===== src/verilog/sctg_defs.svh =====
// Offsets, field positions, reset values and timing counts of the clock timing block
`ifndef SCTG_DEFS_SVH
`define SCTG_DEFS_SVH

`define SCTG_TIMING_GEN_CONTROL_ADDR 8'h36
`define SCTG_TIMING_GEN_CONTROL_RST  8'h00
`define SCTG_DIVIDER_CONTROL_ADDR    8'h35
`define SCTG_DIVIDER_CONTROL_RST     8'h00
`define SCTG_SYSTEM_CONTROL_ONE_ADDR 8'h38
`define SCTG_SYSTEM_CONTROL_TWO_ADDR 8'h39
`define SCTG_SYSTEM_CONTROL_RST      8'h00
`define SCTG_DVO_EN_BIT              7
`define SCTG_DVO_SEL_HI              6
`define SCTG_DVO_SEL_LO              5
`define SCTG_TB_EN_BIT               3
`define SCTG_TB_SEL_HI               2
`define SCTG_TB_SEL_LO               0
`define SCTG_DIV_MASK                8'h18
`define SCTG_TGC_MASK                8'hEF
`define SCTG_STOP_BIT                7
`define SCTG_IDLE_BIT                2
`define SCTG_WARMUP_SEL_HI           3
`define SCTG_WARMUP_SEL_LO           2
`define SCTG_PRESCALE_STAGES         3
`define SCTG_DIVIDER_STAGES          21
`define SCTG_STATES_PER_CYCLE        4
`define SCTG_MAX_MACHINE_CYCLES      15

`endif


===== src/verilog/sctg_pkg.sv =====
// Types shared by the clock timing block
package sctg_pkg;
  typedef struct packed {
    logic       wr;
    logic       rd;
    logic [7:0] addr;
    logic [7:0] wdata;
  } sctg_bus_req_t;

  typedef struct packed {
    logic       divider_output;
    logic       time_base_src;
    logic       watchdog_src;
    logic [3:0] timer_src;
    logic       warmup_done;
  } sctg_clk_out_t;

  typedef enum logic [1:0] {
    SCTG_NORMAL,
    SCTG_IDLE,
    SCTG_STOP,
    SCTG_WARMUP
  } sctg_mode_t;
endpackage


===== src/verilog/sctg_divider_chain.sv =====
// Prescaler and divider chain of the timing generator
`timescale 1ns/1ps
`include "sctg_defs.svh"
module sctg_divider_chain #(
  parameter int PRE_STAGES = `SCTG_PRESCALE_STAGES,
  parameter int DIV_STAGES = `SCTG_DIVIDER_STAGES
) (
  input  wire logic                  clock,     // High-frequency clock
  input  wire logic                  rst_n,     // Synchronous reset
  input  wire logic                  clear,     // Stop entry or exit clear
  input  wire logic                  run,       // Low while oscillator stopped
  output logic [DIV_STAGES-1:0]      div_bits   // Divider stage outputs
);
  logic [PRE_STAGES-1:0] pre_reg;
  logic [PRE_STAGES-1:0] pre_next;
  logic [DIV_STAGES-1:0] div_next;
  wire                   pre_carry;

  assign pre_carry = &pre_reg;
  assign pre_next  = pre_reg + PRE_STAGES'(1);
  assign div_next  = div_bits + DIV_STAGES'(1);

  always_ff @(posedge clock) begin
    if (!rst_n || clear) begin
      pre_reg  <= '0;
      div_bits <= '0;
    end else if (run) begin
      pre_reg <= pre_next;
      if (pre_carry) begin
        div_bits <= div_next;
      end
    end
  end
endmodule


===== src/verilog/sctg_top.sv =====
// System clock timing generator with standby control and register port
`timescale 1ns/1ps
`include "sctg_defs.svh"
//
// Contract
// Three-stage prescaler feeds 21-stage divider chain plus machine cycle counter.
// Prescaler and dividers clear on reset, stop entry and stop exit.
// Machine cycle is four states, one main clock each.
// Machine cycle counter covers one to fifteen cycles per instruction.
// Outputs: divider pulse, time base, watchdog, timer sources, warm-up.
// Timing control register at 36h, reset zero, fields as documented.
// Software writes zero to timing control bit 4.
// Divider control bits 4 and 3 read indeterminate.
// Software writes zero to divider control bits 7,6,2,1,0.
// Clock from resonator or external clock; no RC oscillator.
// Standby control starts and stops oscillator under two control registers.
// Single clock mode: machine cycle equals four fundamental clocks.
// Idle halts CPU and watchdog; interrupt returns to normal.
// Stop halts all; stop pin release resumes after warm-up. The code never ends warm-up while warm_sel is 1 or 2.
// Divider output and time base inactive when enables are zero.
// Reset starts normal mode, oscillator running, counters zero.
module sctg_top #(
  parameter int DIV_STAGES = `SCTG_DIVIDER_STAGES
) (
  input  wire logic                 clock,           // High-frequency clock
  input  wire logic                 rst_n,           // Synchronous reset
  input  sctg_pkg::sctg_bus_req_t   bus_req,         // Register access
  input  wire logic                 stop_release_n,  // Stop release pin, low releases
  input  wire logic                 wake_irq,        // Interrupt request ending idle
  input  wire logic [3:0]           instr_cycles,    // Machine cycles of current instruction
  output logic [7:0]                rdata,           // Read data
  output sctg_pkg::sctg_clk_out_t   clk_out,         // Generated source clocks
  output logic [1:0]                machine_state,   // State within machine cycle
  output logic                      instr_done,      // Last cycle of instruction
  output logic                      cpu_run,         // CPU clock enable
  output logic                      osc_enable,      // Oscillator run control
  output sctg_pkg::sctg_mode_t      mode             // Operating mode
);
  import sctg_pkg::*;

  // ****************************************************************
  // Registers and pin synchroniser
  // ****************************************************************
  logic [7:0]            tgc_reg;
  logic [7:0]            divc_reg;
  logic [7:0]            sys1_reg;
  logic [7:0]            sys2_reg;
  logic                  stop_meta_reg;
  logic                  stop_sync_reg;
  logic [DIV_STAGES-1:0] div_bits;
  logic [DIV_STAGES-1:0] div_prev_reg;
  logic [1:0]            state_reg;
  logic [3:0]            mcycle_reg;
  sctg_mode_t            mode_reg;
  sctg_mode_t            mode_next;
  logic [DIV_STAGES-1:0] rise;
  logic                  chain_clear;
  logic                  warm_tick;
  logic                  indeterminate_reg;

  // ****************************************************************
  // Address decode
  // ****************************************************************
  // One-hot select shared by the write and the read path
  function automatic logic [3:0] reg_hit(input logic [7:0] addr);
    reg_hit = 4'h0;
    case (addr)
      `SCTG_TIMING_GEN_CONTROL_ADDR: begin
        reg_hit = 4'h1;
      end
      `SCTG_DIVIDER_CONTROL_ADDR: begin
        reg_hit = 4'h2;
      end
      `SCTG_SYSTEM_CONTROL_ONE_ADDR: begin
        reg_hit = 4'h4;
      end
      `SCTG_SYSTEM_CONTROL_TWO_ADDR: begin
        reg_hit = 4'h8;
      end
      default: begin
        reg_hit = 4'h0;
      end
    endcase
  endfunction

  wire [3:0] hit       = reg_hit(bus_req.addr);
  wire       wr_tgc    = bus_req.wr && hit[0];
  wire       wr_divc   = bus_req.wr && hit[1];
  wire       wr_sys1   = bus_req.wr && hit[2];
  wire       wr_sys2   = bus_req.wr && hit[3];
  wire       stop_done = (mode_reg == SCTG_WARMUP) && (mode_next == SCTG_NORMAL);
  wire       idle_wake = (mode_reg == SCTG_IDLE) && wake_irq;

  always_ff @(posedge clock) begin
    stop_meta_reg <= stop_release_n;
    stop_sync_reg <= stop_meta_reg;
  end

  always_ff @(posedge clock) begin
    if (!rst_n) begin
      tgc_reg  <= `SCTG_TIMING_GEN_CONTROL_RST;
      divc_reg <= `SCTG_DIVIDER_CONTROL_RST;
    end else begin
      if (wr_tgc) begin
        tgc_reg <= bus_req.wdata & `SCTG_TGC_MASK;
      end
      if (wr_divc) begin
        divc_reg <= bus_req.wdata & `SCTG_DIV_MASK;
      end
    end
  end

  // A software write in the same cycle wins over the hardware clear of a mode bit
  always_ff @(posedge clock) begin
    if (!rst_n) begin
      sys1_reg <= `SCTG_SYSTEM_CONTROL_RST;
    end else if (wr_sys1) begin
      sys1_reg <= bus_req.wdata;
    end else if (stop_done) begin
      sys1_reg[`SCTG_STOP_BIT] <= 1'b0;
    end
  end

  always_ff @(posedge clock) begin
    if (!rst_n) begin
      sys2_reg <= `SCTG_SYSTEM_CONTROL_RST;
    end else if (wr_sys2) begin
      sys2_reg <= bus_req.wdata;
    end else if (idle_wake) begin
      sys2_reg[`SCTG_IDLE_BIT] <= 1'b0;
    end
  end

  // ****************************************************************
  // Standby control
  // ****************************************************************
  wire [1:0] warm_sel = sys1_reg[`SCTG_WARMUP_SEL_HI:`SCTG_WARMUP_SEL_LO];

  always_comb begin
    mode_next = mode_reg;
    case (mode_reg)
      SCTG_NORMAL: begin
        if (sys1_reg[`SCTG_STOP_BIT]) begin
          mode_next = SCTG_STOP;
        end else if (sys2_reg[`SCTG_IDLE_BIT]) begin
          mode_next = SCTG_IDLE;
        end
      end
      SCTG_IDLE: begin
        if (wake_irq) begin
          mode_next = SCTG_NORMAL;
        end
      end
      SCTG_STOP: begin
        if (!stop_sync_reg) begin
          mode_next = SCTG_WARMUP;
        end
      end
      SCTG_WARMUP: begin
        if (warm_tick) begin
          mode_next = SCTG_NORMAL;
        end
      end
      default: mode_next = SCTG_NORMAL;
    endcase
  end

  // Clear on both edges of stop so warm-up counts from zero
  assign chain_clear = (mode_reg == SCTG_NORMAL && mode_next == SCTG_STOP) ||
                       (mode_reg == SCTG_STOP && mode_next == SCTG_WARMUP);

  sctg_divider_chain #(
    .DIV_STAGES (DIV_STAGES)
  ) u_chain (
    .clock    (clock),
    .rst_n    (rst_n),
    .clear    (chain_clear),
    .run      (mode_reg != SCTG_STOP),
    .div_bits (div_bits)
  );

  // Rising edge of each stage, one clock pulse wide
  genvar gi;
  generate
    for (gi = 0; gi < DIV_STAGES; gi++) begin : g_rise
      assign rise[gi] = div_bits[gi] & ~div_prev_reg[gi];
    end
  endgenerate

  // Taps beyond the chain read as zero, so a shortened chain never yields unknowns
  function automatic logic tap(input logic [DIV_STAGES-1:0] v, input int idx);
    tap = (idx < DIV_STAGES) ? v[idx] : 1'b0;
  endfunction

  function automatic logic pick4(input logic [DIV_STAGES-1:0] v, input logic [1:0] sel,
                                 input int base, input int step);
    pick4 = tap(v, base + step * int'(sel));
  endfunction

  // Warm-up ends on the top stage rising; a nonzero warm_sel also ANDs in stage DIV_STAGES-4+warm_sel, which is low at that edge unless warm_sel is 3
  wire warm_gate = (warm_sel == 2'b00) ? 1'b1 : pick4(div_bits, warm_sel, DIV_STAGES - 4, 1);

  assign warm_tick = rise[DIV_STAGES - 1] & warm_gate;

  // ****************************************************************
  // Machine cycle sequencing
  // ****************************************************************
  wire last_state = (state_reg == 2'(`SCTG_STATES_PER_CYCLE - 1));
  wire [3:0] instr_len = (instr_cycles == 4'h0) ? 4'h1 : instr_cycles;
  wire last_cycle = (mcycle_reg >= instr_len - 4'h1);

  always_ff @(posedge clock) begin
    if (!rst_n) begin
      mode_reg          <= SCTG_NORMAL;
      div_prev_reg      <= '0;
      indeterminate_reg <= 1'b0;
    end else begin
      mode_reg          <= mode_next;
      div_prev_reg      <= div_bits;
      indeterminate_reg <= ~indeterminate_reg;
    end
  end

  // Sequencing freezes outside normal mode, so an instruction resumes where it paused
  always_ff @(posedge clock) begin
    if (!rst_n) begin
      state_reg  <= 2'h0;
      mcycle_reg <= 4'h0;
    end else if (mode_reg == SCTG_NORMAL) begin
      state_reg <= state_reg + 2'h1;
      if (last_state) begin
        mcycle_reg <= last_cycle ? 4'h0 : mcycle_reg + 4'h1;
      end
    end
  end

  // ****************************************************************
  // Outputs
  // ****************************************************************
  wire [1:0] dvo_sel = tgc_reg[`SCTG_DVO_SEL_HI:`SCTG_DVO_SEL_LO];
  wire [2:0] tb_sel  = tgc_reg[`SCTG_TB_SEL_HI:`SCTG_TB_SEL_LO];
  wire       running = (mode_reg == SCTG_NORMAL) || (mode_reg == SCTG_IDLE);
  wire [7:0] divc_rd = {divc_reg[7:5], {2{indeterminate_reg}}, divc_reg[2:0]};
  wire [7:0] rd_sel  = ({8{hit[0]}} & tgc_reg) | ({8{hit[1]}} & divc_rd) |
                       ({8{hit[2]}} & sys1_reg) | ({8{hit[3]}} & sys2_reg);
  wire [7:0] rdata_next = bus_req.rd ? rd_sel : 8'h00;

  // ****************************************************************
  // Source clocks
  // ****************************************************************
  wire       dvo_next   = tgc_reg[`SCTG_DVO_EN_BIT] & running & pick4(div_bits, dvo_sel, 10, 1);
  wire       tb_next    = tgc_reg[`SCTG_TB_EN_BIT] & running & tap(rise, 13 + int'(tb_sel));
  // Follows the next mode, so no watchdog pulse lands in the first idle cycle
  wire       wd_next    = (mode_next == SCTG_NORMAL) & rise[DIV_STAGES - 5];
  wire [3:0] timer_next = running ? {rise[11], rise[7], rise[5], rise[0]} : 4'h0;
  wire       warm_next  = (mode_reg == SCTG_WARMUP) & warm_tick;
  wire       done_next  = (mode_reg == SCTG_NORMAL) & last_state & last_cycle;

  always_ff @(posedge clock) begin
    if (!rst_n) begin
      rdata <= 8'h00;
    end else begin
      rdata <= rdata_next;
    end
  end

  always_ff @(posedge clock) begin
    if (!rst_n) begin
      clk_out <= '0;
    end else begin
      clk_out.divider_output <= dvo_next;
      clk_out.time_base_src  <= tb_next;
      clk_out.watchdog_src   <= wd_next;
      clk_out.timer_src      <= timer_next;
      clk_out.warmup_done    <= warm_next;
    end
  end

  always_ff @(posedge clock) begin
    if (!rst_n) begin
      machine_state <= 2'h0;
      instr_done    <= 1'b0;
    end else begin
      machine_state <= state_reg;
      instr_done    <= done_next;
    end
  end

  always_ff @(posedge clock) begin
    if (!rst_n) begin
      cpu_run    <= 1'b1;
      osc_enable <= 1'b1;
      mode       <= SCTG_NORMAL;
    end else begin
      cpu_run    <= (mode_next == SCTG_NORMAL);
      osc_enable <= (mode_next != SCTG_STOP);
      mode       <= mode_next;
    end
  end
endmodule


===== config.mk =====
export PLATFORM = sky130hd
export DESIGN_NAME = sctg_top
export DESIGN_NICKNAME = d
export VERILOG_FILES = /design/src/verilog/sctg_pkg.sv /design/src/verilog/sctg_divider_chain.sv /design/src/verilog/sctg_top.sv
export VERILOG_INCLUDE_DIRS = /design/src /design/src/verilog
export SDC_FILE = /design/constraint.sdc
export NUM_CORES = 1
export LEC_CHECK = 0
export BUFFER_PORTS_ARGS = -buffer_cell sky130_fd_sc_hd__buf_2
export CORE_MARGIN = 2
export CORE_UTILIZATION = 50
export DETAILED_ROUTE_END_ITERATION = 10
export GPL_TIMING_DRIVEN = 1
export PLACE_DENSITY = 0.73
export SLEW_MARGIN = 5
export SYNTH_ARGS = -nofsm -noshare
export SYNTH_HDL_FRONTEND = slang
export SYNTH_HIERARCHICAL = 1
export SYNTH_SLANG_ARGS = --single-unit

===== constraint.sdc =====
create_clock -name clock -period 1.93 [get_ports clock]
set_input_delay 0.2895 -clock clock [delete_from_list [all_inputs] [get_ports clock]]
set_output_delay 0.2895 -clock clock [all_outputs]
set_load 0.05 [all_outputs]

==> impl_results.md, run 1 <==
* Status: finished clean
* Root Buffer: clkbuf_8
* Initial core utilization at about 51%
* Row count at 34
* Clk Latency, worst-skew pair at around 370 ps
* Kind of end point of the critical path: register
* Routed wire length at approximately 9.5 mm
* Die H at 97.51 um
* Max Transition Viols Final at 0
* Design area at about 5100 sq um
* Number of global-route vias before repair at 3,538
* GPL Wtd Cong at 0.8303
* # H-tree levels at 3
* PwrDens at about 730 nW/um^2
* Crit path DAT at 2100 ps
* Max FO, Critical Path at 6
* Overall routing resource usage at between 20% and 30%
* RSZ-0062 raised after global routing: no
* Sinks on Clock Net at 100
* Area Overhead vs Synth at 17.52%
* Pwr Total at about 3800 uW
* Worst hold margin at about 21 ps
* Largest net degree at the start of global routing at 32
* Skew final at around 6.4 ps
* Layout fillers at between 700 and 800
* Reg clk slew, reported paths at around 90 ps
* Sw Ratio at about 24%
* Internal at approximately 2800 uW
* Hold WC Path Type: input pin to register
* Vias per cell at approximately 5.5
* First-pass GRT wire length at 16.28 mm
* DR iter-0 viols at between 150 and 200
* Area leader, netlist: dfxtp_1
* Seq/Total Area, Yosys at between 40% and 50%
* Total congestion overflow at 0
* Share of power burned in registers at between 50% and 60%
* Most common flop cell mapped by yosys: dfxtp_1
* Tmin final at approximately 1800 ps
* Final Hold Viols at 0
* Mean Syn Cell Area at between 8 and 9 sq um
* Total CTS buffers at 9
* Util after Layout at between 50% and 60%
* First-pass iteration count of the detailed router at 5
* Drt wl/cell at approximately 14 um
* Synth Cell Area at between 4000 and 5000 sq um
* Yosys warns at 6
* Final period util at 95.41%
* Switching power total at just over 900 uW
* Comb power frac at between 7 and 8%
* # DRC at 0
* Yosys top cell area share at between 40% and 50%
* Post-synthesis cell type count at between 50 and 60
* Dpl cell area at roughly 4900 sq um
* CTS tree: built
* DPL Wire Length at just under 7 mm
* Clk pwr share at a little over a third
* Die area at approximately 9500 sq um
* Top-Level Pins at about 50
* Initial antenna violation count at 0
* Hold-fix buffers at CTS at 0
* Fin nets at around 600
* Dpl ws at -212.0 ps
* Post-synth EDFFs at 0
* Critical Path RT at about 2200 ps
* Share of cells above drive strength 1 at 21.71%
* Async set-reset flop share out of synthesis at 0%
* Antenna-violating nets left at 0
* Antenna Cells at 0
* Slew HR at a little under three quarters
* Peak VDD IR at 437.6 uV
* Leakage at between 0.0015 and 0.002 uW
* Core ar. at 8593 sq um
* Final setup vio count at 0
* Post-route worst setup slack at 88.59 ps
* Port buffer count at 48
* Setup CP Type: register to register
* Syn Nets at around 530
* Reg area at around 2000 sq um
* Worst setup SP type: register
* CTS max path bufs at 2
* Die width at 97.51 um
* Max_cap viols at 0
* Synth Instances at a little under 500
* Multi-input gate area at around 2200 sq um
* Synth top area cells: dfxtp_1 46%, a21oi_1 4.8%, nand3_1 4.1%, ha_1 4.0%, nand2_1 3.9%
* Via count at about 3,700
* Yosys reg bits at 100
* Least-Margin Pin Slew at 433.8 ps
* Max Fclk at 543.1 MHz
-- power by group through the flow --
stage | combinational (uW) | clock, uW | sequential (uW)
2_1_floorplan | 166 | 0 | 2210
3_3_place_gp | 287 | 0 | 2190
3_5_place_dp | 296 | 0 | 2190
4_1_cts | 298 | 1340 | 2140
5_1_grt | 330 | 1420 | 2150
6_report | 297 | 1320 | 2140
-- synth_stat cells, types with 9 or more instances --
library cell / n
dfxtp_1: 100
nand2_1: 45
a21oi_1: 42
nand3_1: 36
nor2_1: 34
and2_1: 23
inv_1: 22
clkbuf_1: 14
ha_1: 14
o21ai_0: 14
or3_1: 11
nand2b_1: 10
xnor2_1: 10
nand4_1: 9
-- worst paths after layout --
path | startpoint | end | slack (ps) | cells after the start
setup / recovery | sys1_reg[2]$_SDFFE_PN0P_ | cpu_run$_SDFF_PN1_ | 90 | 6
setup reg to reg | sys1_reg[2]$_SDFFE_PN0P_ | cpu_run$_SDFF_PN1_ | 90 | 6
hold reg to reg | stop_meta_reg$_DFF_P_ | stop_sync_reg$_DFF_P_ | 340 | 0
hold / removal | stop_release_n | stop_meta_reg$_DFF_P_ | 20 | 1
-- worst max-delay path: stages, from the launching register on --
cell and delay (ps):
dfxtp_2 350, inv_1 40, ha_1 300, mux4_2 280, nor2b_4 140, o311a_4 380, o31a_1 250
-- through the flow --
step / cells / TNS, ps
after CTS: 670 / 0
after global placement: 655 / -620.4
after global routing: 670 / 0
after floorplan: 487 / 0
final: 670 / 0
after detailed placement: 655 / -782.6
-- cells in the final DEF (no fill, tap or decap), drive strengths merged, types with 5 or more instances in the layout --
master / synthesis / final
buf: 10 / 84
ha: 14 / 14
nand4: 10 / 10
a31oi: 7 / 7
and3: 8 / 8
xor2: 6 / 6
dfxtp: 100 / 100
and2: 23 / 23
nor3: 8 / 8
a222oi: 6 / 6
or3: 11 / 11
xnor2: 10 / 10
clkbuf: 14 / 11
o21ai: 15 / 15
nand3: 36 / 36
nand2b: 10 / 10
a21oi: 42 / 42
a211oi: 5 / 5
nand2: 46 / 46
nor2: 34 / 34
inv: 22 / 23
and4: 5 / 5
-- layout make-up --
class / count / area share (%)
timing repair buffer: 84 / 9.937
multi-input combinational: 341 / 42.99
sequential: 100 / 39.09
clock buffer: 11 / 2.752
inverter: 22 / 1.656
tap: 108 / 2.630
clock inverter: 4 / 0.9498
-- logic make-up (layout without fill, tap and decap cells) --
| logic type | after synthesis | after routing | synth area share [%] |
|---|---|---|---|
| buffers and inverters | 46 | 121 | 4.436 |
| DFF | 100 | 100 | 45.79 |
| AOI/OAI and AO/OA | 95 | 95 | 13.77 |
| and+or+nand+nor | 211 | 211 | 27.08 |
| xor gates and xnor gates | 16 | 16 | 3.205 |
| adders and majority gates | 14 | 14 | 4.007 |
| muxes | 5 | 5 | 1.717 |
-- metal layers --
layer,track usage (%),part of all wire [%],up-vias
li1,-,-,1862
met1,28.01,47,1732
met2,32.94,47,88
met3,3.813,4.0,18
met4,9.722,2.2,0
met5,0,0,-
-- what timing repair did --
item,in CTS,in global routing
buffers inserted,0,0
endpoints found under the setup margin,0,10
resized for setup,0,9
No activity file was read; power rests on OpenSTA's default activity.
==> run 2, diff against run 1 <==
==> constraint.sdc (replaced) <==
create_clock -name clock -period 1.93 [get_ports clock]
set_input_delay 0 -clock clock [delete_from_list [all_inputs] [get_ports clock]]
set_output_delay 0 -clock clock [all_outputs]
set_load 0.05 [all_outputs]
==> run 2 against run 1 <==
Net effect:
- highest routed layer unchanged
- die area is the same
- non-clock buffer count grew 7
- sequential power is essentially flat
- fmax shrank 1.3%
- combinational power grew 2%
- clock power grew 28%
==> impl_results.md, run 2 (same netlist as run 1, synthesis figures left out) <==
* Top sig layer: met4 (unchanged)
* Status: finished clean (unchanged)
* Met3 WL at 491 um (was 378 um)
* First-pass GRT wire length at 17.84 mm (was 16.28 mm)
* Drt wl/cell at 14.62 um (was 14.24 um)
* Initial antenna violation count at 0 (unchanged)
* M1 WL at 4.502 mm (was 4.457 mm)
* Max FO, Critical Path at 6 (unchanged)
* Largest net degree at the start of global routing at 32 (unchanged)
* Top-Level Pins at 49 (unchanged)
* PwrDens at 781.2 nW/um^2 (was 730.6 nW/um^2)
* Post-route worst setup slack at 63.52 ps (was 88.59 ps)
* Leakage at 0.002040 uW (was 0.001970 uW)
* Row count at 34 (unchanged)
* Final Hold Viols at 0 (unchanged)
* Root Buffer: clkbuf_8 (unchanged)
* Skew final at 10.12 ps (was 6.388 ps)
* Die H at 97.51 um (unchanged)
* # DRC at 0 (unchanged)
* Die width at 97.51 um (unchanged)
* Kind of end point of the critical path: register (unchanged)
* Tmin final at 1866 ps (was 1841 ps)
* Slew HR at 68.52% (was 71.08%)
* CTS tree: built (unchanged)
* Reg clk slew, reported paths at 100 ps (was 90 ps)
* First-pass iteration count of the detailed router at 7 (was 5)
* Area Overhead vs Synth at 21.18% (was 17.52%)
* Initial core utilization at 50.87% (unchanged)
* Dpl ws at -29.53 ps (was -212.0 ps)
* Critical Path RT at 2190 ps (about the same)
* Least-Margin Pin Slew at 472.1 ps (was 433.8 ps)
* DR iter-0 viols at 259 (was 176)
* Share of cells above drive strength 1 at 20.88% (was 21.71%)
* RSZ-0062 raised after global routing: yes (was no)
* Util after Layout at 61.65% (was 59.78%)
* Number of global-route vias before repair at 3,772 (was 3,538)
* # H-tree levels at 3 (unchanged)
* Setup CP Type: register to register (unchanged)
* Max Fclk at 535.8 MHz (was 543.1 MHz)
* Routed wire length at 9.915 mm (was 9.538 mm)
* Final setup vio count at 0 (unchanged)
* Overall routing resource usage at 22.74% (was 20.95%)
* Max_cap viols at 0 (unchanged)
* Die area at 9507 sq um (unchanged)
* Pwr Total at 4138 uW (was 3754 uW)
* DPL Wire Length at 6.846 mm (was 6.819 mm)
* Fin Setup TNS at 0 ps (unchanged)
* Total CTS buffers at 9 (unchanged)
* Worst hold margin at 77.66 ps (was 20.98 ps)
* Clk Latency, worst-skew pair at 370 ps (about the same)
* Max Transition Viols Final at 0 (unchanged)
* Worst setup SP type: register (unchanged)
* Vias per cell at 5.535 (was 5.522)
* Sinks on Clock Net at 100 (unchanged)
* Antenna Cells at 0 (unchanged)
* Met2 routed WL at 4.785 mm (was 4.490 mm)
* Core ar. at 8593 sq um (unchanged)
* Hold WC Path Type: input pin to register (unchanged)
* Fin nets at 605 (was 598)
* Total congestion overflow at 0 (unchanged)
* Antenna-violating nets left at 0 (unchanged)
* Commonest non-fill, non-tap cell in the layout: dfxtp_1 (unchanged)
* Final period util at 96.71% (was 95.41%)
* GPL Wtd Cong at 0.8340 (was 0.8303)
* Port buffer count at 48 (unchanged)
* Peak VDD IR at 492.1 uV (was 437.6 uV)
* CTS max path bufs at 2 (unchanged)
* Via count at 3,753 (was 3,700)
* Crit path DAT at 2130 ps (was 2100 ps)
* Most frequent cells in the layout: 96 x dfxtp_1, 48 x buf_2, 44 x nand2_1 (was 97 x dfxtp_1, 48 x buf_2, 44 x nand2_1)
-- run 2: worst paths after layout --
| check | start | end | slack (ps) | cells after the start |
|---|---|---|---|---|
| worst min register to register | stop_meta_reg$_DFF_P_ | stop_sync_reg$_DFF_P_ | 340 | 0 |
| worst max register to register | sys1_reg[2]$_SDFFE_PN0P_ | cpu_run$_SDFF_PN1_ | 60 | 6 |
| worst min-delay path | bus_req[16] | rdata[3]$_SDFF_PN0_ | 80 | 3 |
| worst max-delay path | sys1_reg[2]$_SDFFE_PN0P_ | cpu_run$_SDFF_PN1_ | 60 | 6 |
-- run 2: layout make-up --
class	instances	area, sq um
sequential	100	2009
timing repair buffer	91	593.1
multi-input combinational	341	2208
tap	108	135.1
inverter	22	85.08
fill	766	3296
clock buffer	11	162.7
clock inverter	5	103.9
-- run 2: power by group --
group	total [uW]	internal, uW	switching [uW]	leakage [uW]
combinational	304	120	184	0.00109
clock	1690	977	714	0.000135
sequential	2140	2100	40.8	0.000810
total	4140	3200	939	0.00204
-- run 2: through the flow --
stage / instances / instance area, sq um
6_report: 678 / 5298
5_1_grt: 678 / 5298
4_1_cts: 678 / 5271
3_5_place_dp: 650 / 4883
3_3_place_gp: 650 / 4883
2_1_floorplan: 487 / 4399
-- run 2: timing repair --
| item | in CTS | in global routing |
|---|---|---|
| resized for setup | 1 | 8 |
| endpoints found under the setup margin | 1 | 12 |
| cloned | 0 | 0 |
| hold endpoints to repair | 27 | 0 |
| buffers inserted | 0 | 0 |
| hold buffers | 12 | 0 |
-- run 2: worst max-delay path, cell delays in order (launching register included) --
cell and delay (ps):
dfxtp_2 360, inv_1 50, ha_1 310, mux4_2 280, nor2b_4 140, o311a_4 380
o31a_1 250
-- run 2: routing by layer --
metal,GRT usage [%],up-vias
li1,-,1876
met1,29.93,1761
met2,36.98,101
met3,4.604,15
met4,8.547,0
met5,0,-
